**src/design/vbfi_pkg.sv**
```systemverilog
// constants and carrier types for the vector base and fast interrupt slice
package vbfi_pkg;

   // ****************************************
   // bus and data widths
   // ****************************************
   localparam int unsigned DATA_W  = 32;
   localparam int unsigned REG_W   = 16;
   localparam int unsigned ADR_W   = 6;
   localparam int unsigned IDX_W   = 4;
   localparam int unsigned VA_W    = 21;
   localparam int unsigned VEC_W   = 6;
   localparam int unsigned CODE_W  = 2;
   localparam int unsigned RANK_W  = 4;

   // ****************************************
   // register indices (byte address is four times the index)
   // ****************************************
   localparam logic [IDX_W-1:0] IDX_PRIO  = 4'h6;
   localparam logic [IDX_W-1:0] IDX_BASE  = 4'h7;
   localparam logic [IDX_W-1:0] IDX_SEL0  = 4'h8;
   localparam logic [IDX_W-1:0] IDX_TLO0  = 4'h9;
   localparam logic [IDX_W-1:0] IDX_THI0  = 4'hA;
   localparam logic [IDX_W-1:0] IDX_SEL1  = 4'hB;
   localparam logic [IDX_W-1:0] IDX_TLO1  = 4'hC;
   localparam logic [IDX_W-1:0] IDX_THI1  = 4'hD;
   localparam logic [IDX_W-1:0] IDX_STAT  = 4'hE;
   localparam logic [IDX_W-1:0] IDX_MASK  = 4'hF;

   // ****************************************
   // field layouts
   // ****************************************
   localparam int unsigned ADC_PRIO_LSB  = 2;
   localparam int unsigned PIT2_PRIO_LSB = 0;
   localparam int unsigned PRIO_W        = 4;
   localparam int unsigned BASE_W        = 14;
   localparam int unsigned THI_W         = 5;
   localparam int unsigned LOW_W         = 7;
   localparam int unsigned ST_FI0        = 0;
   localparam int unsigned ST_FI1        = 1;
   localparam int unsigned ST_VEC        = 2;
   localparam int unsigned ST_W          = 3;

   // ****************************************
   // codes, reset values and timing
   // ****************************************
   localparam logic [CODE_W-1:0] PRIO_OFF     = 2'h0;
   localparam logic [CODE_W-1:0] PRIO_L2      = 2'h3;
   localparam logic [REG_W-1:0]  BASE_RST_LO  = 16'h0000;
   localparam logic [REG_W-1:0]  BASE_RST_HI  = 16'h0080;
   localparam logic [1:0]        HOLD_EDGES   = 2'h2;

   // one interrupt candidate entering arbitration
   typedef struct packed {
      logic              req;
      logic [CODE_W-1:0] code;
      logic [VEC_W-1:0]  vec;
   } vbfi_cand_t;

endpackage : vbfi_pkg

```
**src/design/vbfi_top.sv**
```systemverilog
// vector base, priority fields and two fast interrupt channels behind classic wishbone
//
// The Wishbone interface to the registers was decided locally.
`timescale 1ns/100ps

// Overview of operation
// - adc done priority in bits 3..2
// - timer2 priority in bits 1..0, max level 2
// - priority fields reset to disabled code
// - base bits 13..0 form vector upper bits
// - low seven bits from winning vector number
// - base reset value chosen by variant
// - select0 bits 5..0 pick fast irq 0
// - select1 bits 5..0 pick fast irq 1
// - fast irq presents its direct target address
// - fast source beats other level 2 requests
// - fast irq 0 wins over fast irq 1
// - fast0 target is high5 then low16
// - fast1 target assembled the same way
// - reset returns all registers to defaults
// - reset vector held until second edge
module vbfi_top
   import vbfi_pkg::*;
#(
   parameter logic [VEC_W-1:0] ADC_A_VEC   = 6'h10,
   parameter logic [VEC_W-1:0] PIT2_VEC    = 6'h11,
   parameter bit               BASE_HI_VAR = 1'b1
)(
   input  wire logic              clk_i,
   input  wire logic              rst_b_i,
   input  wire logic              wb_cyc_i,
   input  wire logic              wb_stb_i,
   input  wire logic              wb_we_i,
   input  wire logic [ADR_W-1:0]  wb_adr_i,
   input  wire logic [DATA_W-1:0] wb_dat_i,
   input  wire logic [3:0]        wb_sel_i,
   output logic      [DATA_W-1:0] wb_dat_o,
   output logic                   wb_ack_o,
   input  wire logic              ext_req_i,
   input  wire logic [CODE_W-1:0] ext_prio_i,
   input  wire logic [VEC_W-1:0]  ext_vec_i,
   input  wire logic              adc_a_done_irq_i,
   input  wire logic              interval_timer2_irq_i,
   input  wire logic              core_ack_i,
   output logic      [VA_W-1:0]   vector_address_out_o,
   output logic                   core_req_o,
   output logic                   irq_o
);

   // ****************************************
   // elaboration checks
   // ****************************************
   if (ADC_A_VEC == PIT2_VEC) begin : g_bad_vec
      $error("adc and timer2 vector numbers must differ");
   end

   localparam logic [REG_W-1:0] BASE_RST = BASE_HI_VAR ? BASE_RST_HI : BASE_RST_LO;
   localparam logic [VA_W-1:0]  RST_VEC  = {BASE_RST[BASE_W-1:0], 7'h00};

   // ****************************************
   // helper functions
   // ****************************************
   // byte-lane merge of a 16 bit register
   function automatic logic [REG_W-1:0] merge16(input logic [REG_W-1:0] old_v,
                                                 input logic [DATA_W-1:0] dat,
                                                 input logic [3:0] sel);
      logic [REG_W-1:0] res;
      res = old_v;
      if (sel[0]) begin
         res[7:0] = dat[7:0];
      end
      if (sel[1]) begin
         res[15:8] = dat[15:8];
      end
      return res;
   endfunction : merge16

   // rank: code, then fast0 bonus, then fast1 bonus; zero means no request
   function automatic logic [RANK_W-1:0] rank_of(input vbfi_cand_t c,
                                                 input logic [VEC_W-1:0] s0,
                                                 input logic [VEC_W-1:0] s1);
      logic f0;
      logic f1;
      f0 = (c.code == PRIO_L2) && (c.vec == s0);
      f1 = (c.code == PRIO_L2) && (c.vec == s1) && !f0;
      if (!c.req || c.code == PRIO_OFF) begin
         return '0;
      end
      return {c.code, f0, f1};
   endfunction : rank_of

   // ties on rank go to the lower vector number, as in the table order
   function automatic logic beats(input logic [RANK_W-1:0] ra, input logic [VEC_W-1:0] va,
                                  input logic [RANK_W-1:0] rb, input logic [VEC_W-1:0] vb);
      return (ra > rb) || ((ra == rb) && (ra != '0) && (va < vb));
   endfunction : beats

   // ****************************************
   // registers
   // ****************************************
   logic [PRIO_W-1:0] prio_r,  prio_nxt;
   logic [BASE_W-1:0] base_r,  base_nxt;
   logic [VEC_W-1:0]  sel0_r,  sel0_nxt;
   logic [VEC_W-1:0]  sel1_r,  sel1_nxt;
   logic [REG_W-1:0]  tlo0_r,  tlo0_nxt;
   logic [REG_W-1:0]  tlo1_r,  tlo1_nxt;
   logic [THI_W-1:0]  thi0_r,  thi0_nxt;
   logic [THI_W-1:0]  thi1_r,  thi1_nxt;
   logic [ST_W-1:0]   stat_r,  stat_nxt;
   logic [ST_W-1:0]   mask_r,  mask_nxt;
   logic              ack_r,   ack_nxt;
   logic [DATA_W-1:0] rdat_r,  rdat_nxt;
   logic [1:0]        hold_r,  hold_nxt;
   logic [VA_W-1:0]   va_r,    va_nxt;
   logic              req_r,   req_nxt;
   logic              fast0_r, fast0_nxt;
   logic              fast1_r, fast1_nxt;
   logic              irq_r,   irq_nxt;

   // ****************************************
   // wishbone decode
   // ****************************************
   // ack_r gates the decode so a strobe held into the ack cycle is taken once
   wire logic             bus_go  = wb_cyc_i && wb_stb_i && !ack_r;
   wire logic             bus_wr  = bus_go && wb_we_i;
   wire logic [IDX_W-1:0] idx     = wb_adr_i[ADR_W-1:2];
   wire logic             hit_prio = idx == IDX_PRIO;
   wire logic             hit_base = idx == IDX_BASE;
   wire logic             hit_sel0 = idx == IDX_SEL0;
   wire logic             hit_tlo0 = idx == IDX_TLO0;
   wire logic             hit_thi0 = idx == IDX_THI0;
   wire logic             hit_sel1 = idx == IDX_SEL1;
   wire logic             hit_tlo1 = idx == IDX_TLO1;
   wire logic             hit_thi1 = idx == IDX_THI1;
   wire logic             hit_stat = idx == IDX_STAT;
   wire logic             hit_mask = idx == IDX_MASK;

   // unmapped words answer with ack and zero data, writes there are dropped
   wire logic [REG_W-1:0] rd_word =
      hit_prio ? REG_W'(prio_r) :
      hit_base ? REG_W'(base_r) :
      hit_sel0 ? REG_W'(sel0_r) :
      hit_tlo0 ? tlo0_r :
      hit_thi0 ? REG_W'(thi0_r) :
      hit_sel1 ? REG_W'(sel1_r) :
      hit_tlo1 ? tlo1_r :
      hit_thi1 ? REG_W'(thi1_r) :
      hit_stat ? REG_W'(stat_r) :
      hit_mask ? REG_W'(mask_r) : '0;

   assign ack_nxt  = bus_go;
   assign rdat_nxt = (bus_go && !wb_we_i) ? DATA_W'(rd_word) : '0;

   // reserved bits are not stored and read back as zero
   wire logic [REG_W-1:0] wr_prio = merge16(REG_W'(prio_r), wb_dat_i, wb_sel_i);
   wire logic [REG_W-1:0] wr_base = merge16(REG_W'(base_r), wb_dat_i, wb_sel_i);
   wire logic [REG_W-1:0] wr_sel0 = merge16(REG_W'(sel0_r), wb_dat_i, wb_sel_i);
   wire logic [REG_W-1:0] wr_sel1 = merge16(REG_W'(sel1_r), wb_dat_i, wb_sel_i);
   wire logic [REG_W-1:0] wr_thi0 = merge16(REG_W'(thi0_r), wb_dat_i, wb_sel_i);
   wire logic [REG_W-1:0] wr_thi1 = merge16(REG_W'(thi1_r), wb_dat_i, wb_sel_i);
   wire logic [REG_W-1:0] wr_mask = merge16(REG_W'(mask_r), wb_dat_i, wb_sel_i);
   wire logic [REG_W-1:0] wr_stat = merge16('0, wb_dat_i, wb_sel_i);

   assign prio_nxt = (bus_wr && hit_prio) ? wr_prio[PRIO_W-1:0] : prio_r;
   // base register holds the upper vector bits
   assign base_nxt = (bus_wr && hit_base) ? wr_base[BASE_W-1:0] : base_r;
   assign sel0_nxt = (bus_wr && hit_sel0) ? wr_sel0[VEC_W-1:0] : sel0_r;
   assign sel1_nxt = (bus_wr && hit_sel1) ? wr_sel1[VEC_W-1:0] : sel1_r;
   assign tlo0_nxt = (bus_wr && hit_tlo0) ? merge16(tlo0_r, wb_dat_i, wb_sel_i) : tlo0_r;
   assign tlo1_nxt = (bus_wr && hit_tlo1) ? merge16(tlo1_r, wb_dat_i, wb_sel_i) : tlo1_r;
   assign thi0_nxt = (bus_wr && hit_thi0) ? wr_thi0[THI_W-1:0] : thi0_r;
   assign thi1_nxt = (bus_wr && hit_thi1) ? wr_thi1[THI_W-1:0] : thi1_r;
   assign mask_nxt = (bus_wr && hit_mask) ? wr_mask[ST_W-1:0] : mask_r;

   // ****************************************
   // arbitration
   // ****************************************
   vbfi_cand_t cand_ext;
   vbfi_cand_t cand_adc;
   vbfi_cand_t cand_pit;
   assign cand_ext = '{req: ext_req_i, code: ext_prio_i, vec: ext_vec_i};
   assign cand_adc = '{req: adc_a_done_irq_i, code: prio_r[ADC_PRIO_LSB +: CODE_W], vec: ADC_A_VEC};
   assign cand_pit = '{req: interval_timer2_irq_i, code: prio_r[PIT2_PRIO_LSB +: CODE_W], vec: PIT2_VEC};

   // a disabled code ranks zero and never wins
   wire logic [RANK_W-1:0] rk_ext = rank_of(cand_ext, sel0_r, sel1_r);
   wire logic [RANK_W-1:0] rk_adc = rank_of(cand_adc, sel0_r, sel1_r);
   wire logic [RANK_W-1:0] rk_pit = rank_of(cand_pit, sel0_r, sel1_r);

   // fast bonus sits above every plain level 2 rank
   // fast0 bonus bit outranks fast1 bonus bit
   wire logic             a_wins  = beats(rk_adc, ADC_A_VEC, rk_ext, ext_vec_i);
   wire logic [RANK_W-1:0] rk_ab  = a_wins ? rk_adc : rk_ext;
   wire logic [VEC_W-1:0]  vec_ab = a_wins ? ADC_A_VEC : ext_vec_i;
   wire logic             p_wins  = beats(rk_pit, PIT2_VEC, rk_ab, vec_ab);
   wire logic [RANK_W-1:0] win_rk = p_wins ? rk_pit : rk_ab;
   wire logic [VEC_W-1:0]  win_vec = p_wins ? PIT2_VEC : vec_ab;
   wire logic             win_ok  = win_rk != '0;
   wire logic             win_f0  = win_rk[1];
   wire logic             win_f1  = win_rk[0];

   wire logic [VA_W-1:0] tgt0 = {thi0_r, tlo0_r};
   wire logic [VA_W-1:0] tgt1 = {thi1_r, tlo1_r};
   // jump table entry is vector number times two
   wire logic [VA_W-1:0] tbl  = {base_r, win_vec, 1'b0};

   // saturating counter, idle once the hold is over
   // count release edges, hold the reset vector through the first and drop it at the second
   assign hold_nxt = (hold_r == HOLD_EDGES) ? hold_r : hold_r + 2'h1;
   wire logic holding = hold_nxt != HOLD_EDGES;

   // fast channel bypasses the jump table
   // registers feed the vector flop, so a write shows one cycle later
   assign va_nxt    = holding ? RST_VEC :
                      (win_ok && win_f0) ? tgt0 :
                      (win_ok && win_f1) ? tgt1 :
                      win_ok ? tbl : {base_r, 7'h00};
   assign req_nxt   = !holding && win_ok;
   assign fast0_nxt = !holding && win_ok && win_f0;
   assign fast1_nxt = !holding && win_ok && win_f1;

   // ****************************************
   // event status, mask and interrupt line
   // ****************************************
   wire logic          taken  = req_r && core_ack_i;
   wire logic [ST_W-1:0] ev   = {taken && !fast0_r && !fast1_r, taken && fast1_r, taken && fast0_r};
   wire logic [ST_W-1:0] clr  = (bus_wr && hit_stat) ? wr_stat[ST_W-1:0] : '0;
   // a new event in the clearing cycle survives the write-one clear
   assign stat_nxt = (stat_r & ~clr) | ev;
   // registered so the pin comes from a flop, one cycle behind status
   assign irq_nxt  = |(stat_r & mask_r);

   // ****************************************
   // flip-flops
   // ****************************************
   // every register returns to its default
   always_ff @(posedge clk_i or negedge rst_b_i) begin
      if (!rst_b_i) begin
         prio_r <= '0;
         base_r <= BASE_RST[BASE_W-1:0];
         sel0_r <= '0;
         sel1_r <= '0;
         tlo0_r <= '0;
         tlo1_r <= '0;
         thi0_r <= '0;
         thi1_r <= '0;
         stat_r <= '0;
         mask_r <= '0;
      end else begin
         prio_r <= prio_nxt;
         base_r <= base_nxt;
         sel0_r <= sel0_nxt;
         sel1_r <= sel1_nxt;
         tlo0_r <= tlo0_nxt;
         tlo1_r <= tlo1_nxt;
         thi0_r <= thi0_nxt;
         thi1_r <= thi1_nxt;
         stat_r <= stat_nxt;
         mask_r <= mask_nxt;
      end
   end

   // reset vector shown while reset is low
   always_ff @(posedge clk_i or negedge rst_b_i) begin
      if (!rst_b_i) begin
         ack_r   <= 1'b0;
         rdat_r  <= '0;
         hold_r  <= '0;
         va_r    <= RST_VEC;
         req_r   <= 1'b0;
         fast0_r <= 1'b0;
         fast1_r <= 1'b0;
         irq_r   <= 1'b0;
      end else begin
         ack_r   <= ack_nxt;
         rdat_r  <= rdat_nxt;
         hold_r  <= hold_nxt;
         va_r    <= va_nxt;
         req_r   <= req_nxt;
         fast0_r <= fast0_nxt;
         fast1_r <= fast1_nxt;
         irq_r   <= irq_nxt;
      end
   end

   assign wb_ack_o             = ack_r;
   assign wb_dat_o             = rdat_r;
   assign vector_address_out_o = va_r;
   assign core_req_o           = req_r;
   assign irq_o                = irq_r;
endmodule : vbfi_top

```
**config.mk**
```make
export PLATFORM = sky130hd
export DESIGN_NAME = vbfi_top
export DESIGN_NICKNAME = d
export VERILOG_FILES = /design/src/design/vbfi_pkg.sv /design/src/design/vbfi_top.sv
export SDC_FILE = /design/constraint.sdc
export NUM_CORES = 1
export LEC_CHECK = 0
export BUFFER_PORTS_ARGS = -buffer_cell sky130_fd_sc_hd__buf_2
export CORE_UTILIZATION = 50
export DETAILED_ROUTE_END_ITERATION = 10
export PLACE_DENSITY = 0.8
export SLEW_MARGIN = 10
export SYNTH_ARGS = -nofsm -noshare
export SYNTH_HDL_FRONTEND = slang
export SYNTH_SLANG_ARGS = --single-unit
```
**constraint.sdc**
```tcl
create_clock -name clk_i -period 6.7 [get_ports clk_i]
set_input_delay 0.67 -clock clk_i [delete_from_list [all_inputs] [get_ports clk_i]]
set_output_delay 0.67 -clock clk_i [all_outputs]
set_load 0.01 [all_outputs]
```
# Word level (Yosys, flattened, before mapping)
# Index checks and enable logic that the tools add are counted.
# word_totals
reg_bits	122
latch_bits	0
ram_bits	0
mem_bits_ro	0
input_bits	59
wordCells	156
memories	0
# op_classes
add_sub_neg	1
multipliers	0
n_div	0
magnitude_cmp	4
n_eq_ne	23
shifts	0
muxes	31
n_bitwise	4
reduce_logical	72
# op_table
operator	count
16-bit two-way mux	8
21-bit two-way mux	3
1-bit logical AND	37
4-bit == test (second input constant)	8
4-bit two-way mux	8
5-bit by 6-bit == test with 1-bit output (first input constant)	4
2-bit AND reduction	12
6-bit == test	2
5-bit by 6-bit less-than comparator with 1-bit output (first input constant)	2
3-bit two-way mux	4
6-bit two-way mux	2
4-bit nonzero test	3
1-bit zero test	11
2-bit == test (second input constant)	4
4-bit by 3-bit == test with 1-bit output (second input constant)	2
4-bit == test	2
4-bit > comparator	2
7-bit two-way mux	1
3-bit bitwise AND	2
2-bit zero test	3
1-bit logical OR	5
5-bit two-way mux	1
1-bit two-way mux	3
3-bit NOT	1
other kinds (5)	5

# Logic depth before layout (Yosys ltp)
# depth
depth_word	20
depth_mapped	20

# Worst setup path before layout
# No wires, ideal clock.
# synth_timing
path_kind	input to register
from	input port ext_vec_i[4]
to	register va_r[4] (netlist: vector_address_out_o[4])
setup_ns	0.087
t_arrival_ns	4.455
required_time_ns	6.613
path_slack_ns	2.158
path_stages	18
cell_sequence	xor2_1 nor4_1 o2111a_1 ha_1 nand2b_1 a221oi_1 a31o_2 buf_2 nor2_1 a21oi_1 ha_1 nor2b_1 o311ai_1 nor2_1 and2_1 a211oi_4 a221oi_1 a211oi_2
# synth_between
elab_chain_len	20
word_cells_on_any_way	30
cone_classes	order compare (4); eq/ne (4); mux (9); reduce/logical (13)
# synth_rtl
element	line_no	text
start: declaration	vbfi_top.sv:41	input wire logic [VEC_W-1:0] ext_vec_i,
parallel branches: the longest is 18 deep, another holds 5-bit by 6-bit less-than comparator with 1-bit output	-	
21-bit two-way mux (*)	vbfi_top.sv:215	(win_ok && win_f0) ? tgt0 :
21-bit two-way mux (*)	vbfi_top.sv:214	assign va_nxt = holding ? RST_VEC :
net va_nxt[4]	vbfi_top.sv:114	logic [VA_W-1:0] va_r, va_nxt;
end signal: assignment	vbfi_top.sv:278	va_r <= va_nxt;
end: declaration	vbfi_top.sv:114	
# Mark *: on every way through the listed nets, which the timed path passes.
# A chain may end at the register's enable or synchronous reset.

# Final worst setup path
# layout_timing
from	register sel0_r[2]
to	register va_r[1] (netlist: vector_address_out_o[1])
# layout_between
elab_chain_len	20
word_cells_on_any_way	39
cone_classes	order compare (3); eq/ne (5); mux (11); reduce/logical (20)
# layout_rtl
element	line_no	text
start: declaration	vbfi_top.sv:103	logic [VEC_W-1:0] sel0_r, sel0_nxt;
start signal: assignment	vbfi_top.sv:252	sel0_r <= sel0_nxt;
parallel branches: the longest is 18 deep, another holds 5-bit by 6-bit less-than comparator with 1-bit output	-	
21-bit two-way mux (*)	vbfi_top.sv:215	
21-bit two-way mux (*)	vbfi_top.sv:214	
net va_nxt[1]	vbfi_top.sv:114	
# Marks and branches as above.

==> parameters.txt <==
Parameter                              Value

Status
  Result of the run    complete, no violations

STA
  Worst-Margin Slew    785 ps
  Final hold slack    303 ps
  Relative slew margins    47.7%
  Worst clock skew on the final layout    7.90 ps
  Number of pins exceeding their max-slew limit in the final report    0
  Setup repair after global routing missed its margin    no
  Minimum clock period after layout    5690 ps
  Min setup slack post-route    1010 ps
  Setup-failing EPs final    0
  Final Cycle Share    84.9%
  Final TNS setup    0 ps
  Max frequency    176 MHz
  Final number of hold-violating endpoints    0

Pwr
  Static power due to leakage    3.49 nW
  Worst voltage drop across the vdd grid    0.216 mV
  Sum of internal, switching and leakage power    2.08 mW
  Power Dens Cells    288 nW/um^2

Drt
  1st-pass router iterations    5
  Wire length per cell after detailed routing    20.8 um
  Vias per inst    6.17
  Drc violations    0
  Count of nets left with antenna violations after detail routing    0
  DR vias    4828
  Overall routed net length    16300 um
  Drt initial violations    469

Critical path
  Worst reg-to-reg setup slack    1010 ps
  Data arrival at the endpoint of the critical path    5980 ps
  Crit path max fanout    15
  Register-to-Register Path Depth    18
  Capture instance of the worst register-to-register path    vector_address_out_o[1]
  Critical Path RT    6990 ps
  Endpoint class of the critical path    register
  Critical path launch point type    register
  Critical path class    register to register
  Worst r2r src    sel0_r[2]

Floorplan
  Initial standard-cell utilization of the core    51.4%
  Horizontal die dimension    113 um
  Die area    12800 sq um
  Number of I/O pins    115
  Std-Cell Core Area    12000 sq um
  DIE HEIGHT    113 um
  Number of cell rows    40

Global route
  Number of global-route vias before repair    4725
  Overflow left after global routing    0
  First-pass GRT wire length    26000 um
  Total GRT Usage    27.4%
  Number of antenna violations at the first check in global routing    0
  Pin count of the biggest net entering global routing    65

Logic synthesis
  Post-synth top area cell    sky130_fd_sc_hd__dfrtp_1
  Share of synthesized flip-flops with an asynchronous set or reset    100%
  Top post-synthesis cells by area    sky130_fd_sc_hd__dfrtp_1 49%, sky130_fd_sc_hd__mux2_2 14%, sky130_fd_sc_hd__o21ai_0 2.6%
  Number of enable-type register cells in the synthesized netlist    0
  Primary flip-flop cell chosen by synthesis mapping    sky130_fd_sc_hd__dfrtp_1
  Syn_area_per_cell    11.3 sq um
  Proportion of netlist area held by the largest area contributor    48.7%
  Number of different library cells in the post-synthesis netlist    64
  Number of instances in the synthesized netlist    545
  Area of the mapped netlist    6170 sq um
  Seq/Total Area, Yosys    49.5%
  Register bit count reported by yosys    122
  Yosys synthesis warning count    0

Placed design
  Half-perimeter wire length after placement    11600 um
  Number of input and output port buffers inserted    78
  Last weighted congestion value of the routability-driven placer    0.934
  Worst Setup Slack post-DPL    1150 ps

CTS
  Buffer levels on the longest clock path    2
  Clock tree root driver cell    sky130_fd_sc_hd__clkbuf_16
  H-tree lvl count    4
  Clock latency at the later pin of the worst-skew pair    430 ps
  Clock tree from TritonCTS    done
  Resized Gates After CTS    0
  Num CTS Buffers    17
  Number of buffers added to fix hold violations after cts    0
  Sink Count    122
  Post CTS Setup Buffer Count    0
  Clock input transition at the sequential cells of the worst setup and hold paths    50 ps

Layout
  Most common library cell in the layout ignoring fill and taps    sky130_fd_sc_hd__dfrtp_1
  Leading cell types in the layout, fill and taps excluded    120 x sky130_fd_sc_hd__dfrtp_1, 77 x sky130_fd_sc_hd__mux2_2, 77 x sky130_fd_sc_hd__buf_2
  Number of inserted diodes    0
  Final nets    691
  Fraction of layout cells with a size suffix above 1    33.0%
  Finished Core Util    60.0%
  Area added between synthesis and finish    16.8%

Hold path
  Min-Delay Path Class    input port to asynchronous set/reset pin

Flow run
  Maximum capacitance violations    0
[power by group]
group / switching [mW] / internal, mW / total [mW]
logic: 0.180 / 0.128 / 0.309
registers: 0.0505 / 0.810 / 0.861
clock network: 0.331 / 0.576 / 0.907
total: 0.562 / 1.51 / 2.08
[routing by layer]
| metal | track usage, % | vias to the layer above | wire length [um] |
|---|---|---|---|
| met5 | 0 | - | 0 |
| met4 | 10.3 | 0 | 350 |
| met3 | 5.73 | 31 | 1150 |
| met2 | 42.3 | 240 | 7650 |
| met1 | 38.3 | 2413 | 7140 |
| li1 | - | 2144 | - |
[worst max path at each step]
| stage | startpoint | end | slack [ps] | cells after the start |
|---|---|---|---|---|
| after detailed placement | ext_vec_i[4] | vector_address_out_o[1] | 1150 | 18 |
| after global routing | sel0_r[2] | vector_address_out_o[1] | 730 | 18 |
| after global placement | ext_vec_i[5] | vector_address_out_o[1] | 1280 | 19 |
| final | sel0_r[2] | vector_address_out_o[1] | 1010 | 18 |
| after floorplan | ext_vec_i[4] | vector_address_out_o[4] | 2160 | 18 |
| after CTS | sel0_r[2] | vector_address_out_o[1] | 1180 | 18 |
[registers in the layout, indices dropped and copies added, names as in the netlist, 2 cells and up]
name                  count
wb_dat_o                 16
sel1_r                    6
thi0_r                    5
tlo1_r                   16
hold_r                    2
sel0_r                    6
mask_r                    3
thi1_r                    5
prio_r                    4
stat_r                    3
vector_address_out_o     21
tlo0_r                   16
base_r                   14
[worst max-delay path, cell delays in order, from the launching register on]
cell	delay [ps]
sky130_fd_sc_hd__dfrtp_1	480
sky130_fd_sc_hd__or2_2	350
sky130_fd_sc_hd__nor4_1	370
sky130_fd_sc_hd__nand3_1	270
sky130_fd_sc_hd__inv_1	190
sky130_fd_sc_hd__ha_1	240
sky130_fd_sc_hd__and3_1	180
sky130_fd_sc_hd__a221oi_1	420
sky130_fd_sc_hd__a31o_2	370
sky130_fd_sc_hd__nor2_1	70
sky130_fd_sc_hd__a21oi_1	140
sky130_fd_sc_hd__ha_1	260
sky130_fd_sc_hd__nor2b_1	130
sky130_fd_sc_hd__o311ai_1	440
sky130_fd_sc_hd__nor2_1	180
sky130_fd_sc_hd__nor2_1	320
sky130_fd_sc_hd__a221o_1	710
sky130_fd_sc_hd__nor2_1	210
sky130_fd_sc_hd__o2bb2ai_1	220
[logic make-up (layout without fill, tap and decap cells)]
family | after synthesis | count (layout) | synth area share [%]
mux | 95 | 95 | 18.0
other cells | 1 | 16 | 0.0608
simple gates | 142 | 142 | 11.3
buf+inv | 50 | 126 | 4.12
fa+ha+maj | 9 | 9 | 1.82
flops | 122 | 122 | 49.5
xor+xnor | 12 | 12 | 1.70
compound gates | 114 | 114 | 13.5
[final cells by class]
| class | instances | area, sq um |
|---|---|---|
| inverters | 14 | 52.6 |
| flip-flops and latches | 122 | 3060 |
| repair buffers | 80 | 408 |
| well taps | 147 | 184 |
| multi-input cells | 388 | 2920 |
| clock inverters | 10 | 116 |
| clock buffers | 22 | 474 |
| fillers | 973 | 4800 |
[synth_stat cells (all sizes together), types with 3 or more instances]
master	instances
a21oi	23
a211oi	3
mux2i	13
ha	9
nor4	6
or3	8
nand2	36
o21ai	36
and3	7
mux2	77
nand3b	3
a221oi	12
xnor2	6
a22oi	12
nand3	10
and2	6
mux4	5
nor2	38
nor3	8
a32o	4
or2	4
buf	20
clkbuf	16
xor2	6
a222oi	3
dfrtp	120
nand2b	4
inv	14
nor2b	4
nand4	6
[per-stage QoR]
stage	cells	area [sq um]
2_1_floorplan	560	6230
3_3_place_gp	751	6620
3_5_place_dp	751	6620
4_1_cts	783	7210
5_1_grt	783	7210
6_report	783	7210
No activity file was read; power rests on OpenSTA's default activity.
